## config.mk

```make
export PLATFORM = sky130hd
export DESIGN_NAME = sfa_alloc
export DESIGN_NICKNAME = d
export VERILOG_FILES = /design/src/sfa_pkg.sv /design/src/sfa_alloc.sv
export SDC_FILE = /design/constraint.sdc
export NUM_CORES = 2
export LEC_CHECK = 0
export BUFFER_PORTS_ARGS = -buffer_cell sky130_fd_sc_hd__buf_2
export CORE_ASPECT_RATIO = 0.6
export CORE_MARGIN = 3
export CORE_UTILIZATION = 44
export DETAILED_ROUTE_END_ITERATION = 16
export PLACE_DENSITY = 0.66
export SYNTH_ARGS = -nofsm -noshare
export SYNTH_HDL_FRONTEND = slang
export SYNTH_SLANG_ARGS = --single-unit
```

## constraint.sdc

```tcl
create_clock -name clock_i -period 73.9 [get_ports clock_i]
set_clock_uncertainty 0.2 [all_clocks]
set_input_delay 14.78 -clock clock_i [delete_from_list [all_inputs] [get_ports clock_i]]
set_output_delay 14.78 -clock clock_i [all_outputs]
set_load 0.01 [all_outputs]
```

## src/sfa_pkg.sv

```systemverilog
// constants for the option interface function allocation block
package sfa_pkg;
   localparam int IN_N = 10;
   localparam int OUT_N = 6;
   localparam int MODE_N = 3;
   localparam int SEL_W = 24;
   localparam int FN_W = 8;
   localparam int AW = 8;
   localparam int ST_W = 3;
   localparam int ST_WARN = 0;
   localparam int ST_TMO = 1;
   localparam int ST_ALM = 2;
   localparam logic [7:0] OFF_CFG = 8'h00;
   localparam logic [7:0] OFF_TMO = 8'h04;
   localparam logic [7:0] OFF_STAT = 8'h08;
   localparam logic [7:0] OFF_CLR = 8'h0c;
   localparam logic [7:0] OFF_IEN = 8'h10;
   localparam logic [7:0] OFF_ALM = 8'h14;
   localparam logic [7:0] OFF_DOUT = 8'h18;
   localparam logic [7:0] OFF_ISEL = 8'h40;
   localparam logic [7:0] OFF_OSEL = 8'h80;
   localparam logic RST_EN = 1'b0;
   localparam logic [13:0] TMO_MIN_MS = 14'h0064;
   localparam logic [13:0] TMO_MAX_MS = 14'h2710;
   localparam logic [13:0] RST_TMO_MS = 14'h0064;
   localparam logic [23:0] RST_OUT5 = 24'h070707;
   localparam logic [23:0] RST_OUT6 = 24'h060606;
   localparam logic [23:0] RST_SEL = 24'h000000;
   localparam logic [2:0] RST_ST = 3'h0;
   localparam logic [7:0] FN_LATCH1 = 8'h20;
   localparam logic [7:0] FN_LATCH2 = 8'h21;
   localparam logic [7:0] FN_HOME_NO = 8'h22;
   localparam logic [7:0] FN_HOME_NC = 8'ha2;
   localparam logic [7:0] FN_NC = 8'h80;
   localparam logic [7:0] FN_SCTRL1 = 8'h20;
   localparam logic [7:0] FN_SCTRL3 = 8'h22;
   localparam logic [7:0] FN_RUN = 8'h01;
   localparam logic [10:0][7:0] FN_FORBID = {8'h02, 8'h03, 8'h04, 8'h05, 8'h06, 8'h07,
                                             8'h08, 8'h09, 8'h0a, 8'h0b, 8'h0c};
   localparam int LATCH1_PIN = 3;
   localparam int LATCH2_PIN = 4;
   localparam int ALARM_OUT = 2;
   localparam int CLK_NS = 50;
   localparam int MS_NS = 1000000;
   localparam int MS_CYCLES = (MS_NS + CLK_NS - 1) / CLK_NS;
endpackage
```

## src/sfa_alloc.sv

```systemverilog
// option interface configuration, i/o function allocation and link supervision
//
// Strobed register access and the placing of the registers were decided locally.
`timescale 1ns/1ps
//
// Contract
// interface enabled only when enable setting is 1, default 0, applied at restart
// response timeout 100 to 10000 ms, default 100, applied at restart
// latch 1 on input 4, latch 2 on input 5, homing anywhere; nc latch alarms
// serial control outputs 1-3 allowed on outputs 1, 2, 4, 5, 6 only
// drive-outputs word bits 0-2 drive serial control outputs 1-3
// output 5 and 6 selections, 24 bits, defaults 460551 and 394758, at restart
// forbidden input functions raise alarm 33.2 or 33.3 while enabled
// run or latch functions allocated in some modes only raise alarm 33.8
// enabled interface disables block programming, gear and pulse command
// configurer sets absolute interface to 0, no pulse regeneration output
// configurer clears enable before test run, fft or jog
// expansion connector carries the serial link from the option unit
// one communication error latches warning aah with no time limit
// missing response within timeout counts as a communication error
module sfa_alloc #(
   parameter int TICK_CYCLES = sfa_pkg::MS_CYCLES
) (
   input wire logic clock_i,
   input wire logic sys_rst_i,
   input wire logic ce_i,
   input wire logic [sfa_pkg::AW-1:0] addr_i,
   input wire logic [31:0] wdata_i,
   input wire logic wr_stb_i,
   input wire logic rd_stb_i,
   output logic [31:0] rd_data_o,
   input wire logic pwr_restart_i,
   input wire logic [1:0] control_mode_i,
   input wire logic [sfa_pkg::IN_N-1:0] multi_function_inputs_i,
   input wire logic [sfa_pkg::OUT_N-1:0] gen_out_i,
   input wire logic link_valid_i,
   input wire logic [2:0] link_word_i,
   input wire logic link_err_i,
   output logic [sfa_pkg::OUT_N-1:0] multi_function_outputs_o,
   output logic latch_input_1_o,
   output logic latch_input_2_o,
   output logic homing_o,
   output logic iface_en_o,
   output logic gear_enable_o,
   output logic block_prog_enable_o,
   output logic pulse_cmd_enable_o,
   output logic warn_comm_o,
   output logic alarm_33_0_o,
   output logic alarm_33_2_o,
   output logic alarm_33_3_o,
   output logic alarm_33_8_o,
   output logic irq_o
);
   import sfa_pkg::*;

   // the ms prescaler is 16 bits wide, so longer ticks cannot be counted
   if (TICK_CYCLES < 1 || TICK_CYCLES > 65535) begin : g_bad_tick
      $error("TICK_CYCLES out of range");
   end

   typedef struct packed {
      logic en_p;
      logic en_a;
      logic [13:0] tmo_p;
      logic [13:0] tmo_a;
      logic [IN_N-1:0][SEL_W-1:0] isel_p;
      logic [IN_N-1:0][SEL_W-1:0] isel_a;
      logic [OUT_N-1:0][SEL_W-1:0] osel_p;
      logic [OUT_N-1:0][SEL_W-1:0] osel_a;
      logic [2:0] dout;
      logic [ST_W-1:0] st;
      logic [ST_W-1:0] ien;
      logic [15:0] tick;
      logic [13:0] ms;
      logic [31:0] rdata;
      logic [OUT_N-1:0] so;
      logic l1;
      logic l2;
      logic home;
      logic gear;
      logic [3:0] alm;
      logic irq;
   } sfa_state_t;

   sfa_state_t q;
   sfa_state_t d;

   ////////////////////////////////////////////////////////////////////////////
   // allocation decode, checked over every control mode

   logic [1:0] msel;
   logic [IN_N-1:0][MODE_N-1:0] run_m, l1_m, l2_m, fb_no, fb_nc, l_bad;
   logic [IN_N-1:0][FN_W-1:0] in_code;
   logic [OUT_N-1:0][FN_W-1:0] out_code;

   // an unused mode code falls back to position control
   assign msel = (control_mode_i == 2'h3) ? 2'h0 : control_mode_i;

   function automatic logic is_forbid(input logic [FN_W-1:0] c);
      logic hit;
      hit = 1'b0;
      for (int k = 0; k < 11; k++) begin
         hit = hit | (c == FN_FORBID[k]);
      end
      return hit;
   endfunction

   for (genvar i = 0; i < IN_N; i++) begin : g_in
      assign in_code[i] = q.isel_a[i][{msel, 3'h0} +: FN_W];
      for (genvar j = 0; j < MODE_N; j++) begin : g_mode
         logic [FN_W-1:0] c;
         assign c = q.isel_a[i][j*FN_W +: FN_W];
         assign run_m[i][j] = (c == FN_RUN);
         assign l1_m[i][j] = (c == FN_LATCH1);
         assign l2_m[i][j] = (c == FN_LATCH2);
         assign fb_no[i][j] = is_forbid(c);
         assign fb_nc[i][j] = ((c & FN_NC) != 8'h00) && is_forbid(c & ~FN_NC);
         // a latch on the wrong input is not accepted and flagged like nc
         assign l_bad[i][j] = (c == (FN_LATCH1 | FN_NC)) || (c == (FN_LATCH2 | FN_NC)) ||
                              (l1_m[i][j] && i != LATCH1_PIN) || (l2_m[i][j] && i != LATCH2_PIN);
      end
   end

   for (genvar o = 0; o < OUT_N; o++) begin : g_out
      assign out_code[o] = q.osel_a[o][{msel, 3'h0} +: FN_W];
   end

   ////////////////////////////////////////////////////////////////////////////
   // next state

   always_comb begin
      logic [31:0] rv;
      logic [MODE_N-1:0] run_any, l1_any, l2_any;
      logic [3:0] alm;
      logic tmo_ev;
      logic err_ev;
      logic [ST_W-1:0] clr;
      logic [ST_W-1:0] set;
      rv = 32'h0;
      run_any = '0;
      l1_any = '0;
      l2_any = '0;
      alm = 4'h0;
      tmo_ev = 1'b0;
      err_ev = 1'b0;
      clr = '0;
      set = '0;
      d = q;
      d.rdata = 32'h0;
      for (int i = 0; i < IN_N; i++) begin
         run_any = run_any | run_m[i];
         l1_any = l1_any | l1_m[i];
         l2_any = l2_any | l2_m[i];
         alm[0] = alm[0] | (|l_bad[i]);
         alm[1] = alm[1] | (|fb_no[i]);
         alm[2] = alm[2] | (|fb_nc[i]);
      end
      alm[3] = (run_any != 3'h0 && run_any != 3'h7) || (l1_any != 3'h0 && l1_any != 3'h7) ||
               (l2_any != 3'h0 && l2_any != 3'h7);
      if (!q.en_a) begin
         alm = 4'h0;
      end
      unique case (addr_i)
         OFF_CFG: rv = {23'h0, q.en_a, 7'h0, q.en_p};
         OFF_TMO: rv = {2'h0, q.tmo_a, 2'h0, q.tmo_p};
         OFF_STAT: rv = {29'h0, q.st};
         OFF_IEN: rv = {29'h0, q.ien};
         OFF_ALM: rv = {28'h0, q.alm};
         OFF_DOUT: rv = {29'h0, q.dout};
         default: rv = 32'h0;
      endcase
      for (int i = 0; i < IN_N; i++) begin
         if (addr_i == AW'(OFF_ISEL + 4 * i)) begin
            rv = {8'h0, q.isel_p[i]};
         end
      end
      for (int o = 0; o < OUT_N; o++) begin
         if (addr_i == AW'(OFF_OSEL + 4 * o)) begin
            rv = {8'h0, q.osel_p[o]};
         end
      end
      if (ce_i) begin
         if (rd_stb_i) begin
            d.rdata = rv;
         end
         if (wr_stb_i) begin
            if (addr_i == OFF_CFG) begin
               d.en_p = wdata_i[0];
            end
            // out of range timeouts are ignored, the old value stays
            if (addr_i == OFF_TMO && wdata_i >= 32'(TMO_MIN_MS) && wdata_i <= 32'(TMO_MAX_MS)) begin
               d.tmo_p = wdata_i[13:0];
            end
            if (addr_i == OFF_IEN) begin
               d.ien = wdata_i[ST_W-1:0];
            end
            if (addr_i == OFF_CLR) begin
               clr = wdata_i[ST_W-1:0];
            end
            for (int i = 0; i < IN_N; i++) begin
               if (addr_i == AW'(OFF_ISEL + 4 * i)) begin
                  d.isel_p[i] = wdata_i[SEL_W-1:0];
               end
            end
            for (int o = 0; o < OUT_N; o++) begin
               if (addr_i == AW'(OFF_OSEL + 4 * o)) begin
                  d.osel_p[o] = wdata_i[SEL_W-1:0];
               end
            end
         end
         if (pwr_restart_i) begin
            // settings only take hold at a control power restart
            d.en_a = q.en_p;
            d.tmo_a = q.tmo_p;
            d.isel_a = q.isel_p;
            d.osel_a = q.osel_p;
            d.tick = 16'h0;
            d.ms = 14'h0;
         end else if (q.en_a) begin
            err_ev = link_err_i;
            if (link_valid_i) begin
               d.dout = link_word_i;
               d.tick = 16'h0;
               d.ms = 14'h0;
            end else if (q.tick == 16'(TICK_CYCLES - 1)) begin
               d.tick = 16'h0;
               if (q.ms + 14'h0001 >= q.tmo_a) begin
                  d.ms = 14'h0;
                  tmo_ev = 1'b1;
               end else begin
                  d.ms = q.ms + 14'h0001;
               end
            end else begin
               d.tick = q.tick + 16'h0001;
            end
         end
         set[ST_WARN] = err_ev | tmo_ev;
         set[ST_TMO] = tmo_ev;
         set[ST_ALM] = (alm & ~q.alm) != 4'h0;
         d.st = (q.st & ~clr) | set;
         d.alm = alm;
         d.l1 = q.en_a && in_code[LATCH1_PIN] == FN_LATCH1 && multi_function_inputs_i[LATCH1_PIN];
         d.l2 = q.en_a && in_code[LATCH2_PIN] == FN_LATCH2 && multi_function_inputs_i[LATCH2_PIN];
         d.home = 1'b0;
         for (int i = 0; i < IN_N; i++) begin
            if (q.en_a && in_code[i] == FN_HOME_NO && multi_function_inputs_i[i]) begin
               d.home = 1'b1;
            end
            if (q.en_a && in_code[i] == FN_HOME_NC && !multi_function_inputs_i[i]) begin
               d.home = 1'b1;
            end
         end
         for (int o = 0; o < OUT_N; o++) begin
            d.so[o] = gen_out_i[o];
            // the alarm output can never carry a serial control bit
            if (q.en_a && o != ALARM_OUT && out_code[o] >= FN_SCTRL1 && out_code[o] <= FN_SCTRL3) begin
               d.so[o] = q.dout[out_code[o][1:0]];
            end
         end
         d.gear = !q.en_a;
         d.irq = ((d.st & d.ien) != '0);
      end
   end

   always_ff @(posedge clock_i or posedge sys_rst_i) begin
      if (sys_rst_i) begin
         q <= '0;
         q.en_p <= RST_EN;
         q.en_a <= RST_EN;
         q.tmo_p <= RST_TMO_MS;
         q.tmo_a <= RST_TMO_MS;
         q.isel_p <= {IN_N{RST_SEL}};
         q.isel_a <= {IN_N{RST_SEL}};
         q.osel_p <= {RST_OUT6, RST_OUT5, {OUT_N-2{RST_SEL}}};
         q.osel_a <= {RST_OUT6, RST_OUT5, {OUT_N-2{RST_SEL}}};
         q.st <= RST_ST;
         q.gear <= 1'b1;
      end else begin
         q <= d;
      end
   end

   ////////////////////////////////////////////////////////////////////////////
   // outputs

   assign rd_data_o = q.rdata;
   assign multi_function_outputs_o = q.so;
   assign latch_input_1_o = q.l1;
   assign latch_input_2_o = q.l2;
   assign homing_o = q.home;
   assign iface_en_o = q.en_a;
   assign gear_enable_o = q.gear;
   assign block_prog_enable_o = q.gear;
   assign pulse_cmd_enable_o = q.gear;
   assign warn_comm_o = q.st[ST_WARN];
   assign alarm_33_0_o = q.alm[0];
   assign alarm_33_2_o = q.alm[1];
   assign alarm_33_3_o = q.alm[2];
   assign alarm_33_8_o = q.alm[3];
   assign irq_o = q.irq;
endmodule

```

==> flow_summary.ini <==
[status]
status = finished with violations
failed_checks = max-capacitance violations, max-slew violations

[power_and_ir_drop]
combPwrFrac_pct = 8.5
irDropWorstVdd_uv = 15.2
p_seq_share_pct = 48.0
finalPower_mw = 1.04
switching_share_pct = 26.2
p_int_mw = 0.766
pwr-share-clk_pct = 43.5
p_leak_nw = 21.4
switchingPower_mw = 0.272
cellPowerDensity_nw_per_um2 = 22.8

[floorplan]
core-area_sq_um = 92000
die_area_sq_um = 96900
start_util_pct = 44.5
ios = 120
die_w_microns = 400
rows = 86
die_h_microns = 242

[final_layout]
synthToLayoutAreaGrowth_pct = 11.1
multiInputGateArea_sq_um = 18200
nFillCells = 8222
final_cell_mix = dfrtp_1, mux2_2, nand2_1, nor2_1, o21ai_0
fin_util_pct = 49.5
nNetsFinal = 3604
seq_area_sq_um = 21500
final_layout_size_suffix_gt1_share_pct = 33.5
final_common_cell = dfrtp_1

[setup_path]
cp.arrival_ps = 19150
critical_path_required_ps = 74260
reg2reg_to = q[82]$_DFFE_PP0P_
worstSetupPathType = in2reg
crit_chain = buf_2, buf_4, nand2_4, buf_4, buf_4, buf_4, mux2_2
cp_slowest_cell = buf_4
cp_common_cell = buf_4
r2r_start = g_in[5].g_mode[1].c[1]$_DFFE_PP0P_
startpoint_type = input pin
endpoint_kind = register
worst-path-max-fanout = 79
crit_path_max_incr_delay_ps = 950
r2r_setup_slack_ps = 69580
reg2regPathDepth = 8

[worst_hold_path]
min_path_type = reg2reg
min_path_cells = 1
min_from = q[845]$_DFFE_PP0P_
hold_path_end = g_in[9].g_mode[1].c[7]$_DFFE_PP0P_

[yosys]
postSynthCellCount = 3483
ys_seq_area_share_pct = 52.5
synth_area_sq_um = 41000
synth.top_cell.area_share_pct = 50.1
synth-edff-count = 0
synth-seq-cells = 858
synth_area_leaders = dfrtp_1, mux2_2, dfstp_2, nand2_1, nor2_1
ys_warn_count = 0
synth_top_cell_by_area = dfrtp_1
synth_top_flop_cell = dfrtp_1
synth_cell_types = 87
syn_avg_cell_area_sq_um = 11.8
ys_async_sr_fraction_pct = 100

[cts]
cts_tree = yes
cts_max_path_buffers = 3
cts_max_level = 3
cts_root_buffer = clkbuf_16
insertion_delay_ps = 690
path_clk_slew_ps = 70
cts_hold_buf = 0
post-cts-setup-buffer-count = 0
clkSinkCount = 858
cts_resized = 0
cts_buffers = 80

[route]
routed.top_layer = met5
firstDrtPassIters = 6
drc_errors = 0
wl_microns = 156000
ant_nets = 0
drt_iter0_drc = 4341
routedWlPerCell_microns = 32.2
wl_met3_microns = 21800
dr_wl_met2_microns = 57400
via_per_inst = 6.56
wl_met1_microns = 73300
vias = 31674

[sta]
worstMarginPinSlew_ps = 1580
finalCritPeriodShare_pct = 25.4
setup_ws_ps = 55110
timing.slew.headroom_pct = -5.48
min_period_ps = 18790
slew_viol_final = 9
holdWs_ps = 303
rsz0062_at_grt = no
setup_viol_count_final = 0
setup_tns_ps = 0
fmax_mhz = 53.2
hold_viol_final = 0

[placed_design]
gp_congestion = 1.05
hpwl_microns = 114000
pre_cts_ws_ps = 54540
io_buffer_count = 117

[global_routing]
grt_max_degree = 156
grt_pass1_wl_microns = 221000
track_usage_pct = 31.7
grt_antenna_before_repair = 7
grt-ovfl-total = 0
first_global_vias = 29166

[run]
maxCapViolCount = 1
-- final cells by class --
type	count	area share (%)
inverter	48	0.412
multi-input combinational	2336	40.0
antenna	6	0.0330
sequential	858	47.3
timing repair buffer	195	2.63
clock inverter	37	1.09
tap	1232	3.39
clock buffer	113	5.14
-- flip-flops by register name, summed over array words and instances (netlist names) --
register                  count
irq_o                         1
homing_o                      1
g_in.g_mode.c               240
block_prog_enable_o           1
iface_en_o                    1
alarm_33_0_o                  1
multi_function_outputs_o      6
warn_comm_o                   1
alarm_33_2_o                  1
alarm_33_3_o                  1
alarm_33_8_o                  1
latch_input_1_o               1
latch_input_2_o               1
rd_data_o                    30
q                           571
-- logic make-up (layout without fill, tap and decap cells) --
| group | after synthesis | count (layout) | synth area share (%) |
|---|---|---|---|
| xor+xnor | 20 | 20 | 0.427 |
| buf+inv | 290 | 393 | 3.17 |
| flops | 858 | 858 | 52.5 |
| other cells | 1 | 8 | 0.00915 |
| simple gates | 892 | 892 | 11.6 |
| compound gates | 617 | 617 | 10.2 |
| mux | 789 | 789 | 21.6 |
| fa+ha+maj | 16 | 16 | 0.489 |
-- metal layers --
layer	global-route usage, %	vias to the layer above
met5	1.69	-
met4	6.09	8
met3	12.6	182
met2	38.5	1760
met1	51.5	16615
li1	-	13109
-- cell usage after synthesis (9+ instances only) --
| cell type | number |
|---|---|
| ha_1 | 16 |
| and3_1 | 22 |
| buf_2 | 41 |
| or3_1 | 30 |
| nor2b_1 | 20 |
| a22o_1 | 19 |
| a22oi_1 | 29 |
| a221o_1 | 16 |
| dfrtp_1 | 821 |
| nor4b_1 | 33 |
| xor2_1 | 13 |
| o21ai_0 | 125 |
| a211oi_1 | 30 |
| nand2_1 | 188 |
| nor4_1 | 47 |
| nand3_1 | 118 |
| buf_4 | 42 |
| o211ai_1 | 41 |
| nor3_1 | 86 |
| inv_1 | 48 |
| a221oi_1 | 29 |
| mux2_2 | 775 |
| o22a_1 | 17 |
| nor2_1 | 173 |
| nor3b_1 | 15 |
| nand4_1 | 51 |
| clkbuf_1 | 139 |
| o311ai_0 | 15 |
| nand2b_1 | 20 |
| o22ai_1 | 76 |
| nand3b_1 | 9 |
| nand4b_1 | 18 |
| buf_1 | 20 |
| mux2i_1 | 12 |
| a31oi_1 | 20 |
| dfstp_2 | 37 |
| o221ai_1 | 14 |
| a21oi_1 | 111 |
-- how the worst max path moves through the flow --
| stage | slack, ps | to | start |
|---|---|---|---|
| floorplan | 34870 | alarm_33_0_o$_DFFE_PP0P_ | sys_rst_i |
| CTS | 55270 | g_in[1].g_mode[1].c[0]$_DFFE_PP0P_ | ce_i |
| global placement | 54580 | g_in[2].g_mode[1].c[7]$_DFFE_PP0P_ | ce_i |
| finish | 55110 | g_in[1].g_mode[1].c[0]$_DFFE_PP0P_ | ce_i |
| global route | 54990 | g_in[4].g_mode[1].c[4]$_DFFE_PP0P_ | ce_i |
| detailed placement | 54540 | g_in[3].g_mode[1].c[5]$_DFFE_PP0P_ | ce_i |
-- critical path, delay by kind of cell --
family / cells / cell delay, ps
multiplexers: 1 / 420
AND/OR/NAND/NOR: 1 / 630
buffers and inverters: 5 / 3060
-- stage by stage --
step                      instances  instance area [sq um]
after floorplan                3484                  41000
after global placement         4669                  42700
after detailed placement       4669                  42700
after CTS                      4819                  45500
after global routing           4820                  45500
final                          4825                  45500
-- power groups by stage --
stage	clock (mW)	sequential, mW	combinational [mW]
after floorplan	0	0.501	0.0530
after global placement	0	0.506	0.0842
after detailed placement	0	0.507	0.0850
after CTS	0.456	0.498	0.0854
after global routing	0.476	0.500	0.0927
final	0.452	0.499	0.0879
No activity file was read; power rests on OpenSTA's default activity.
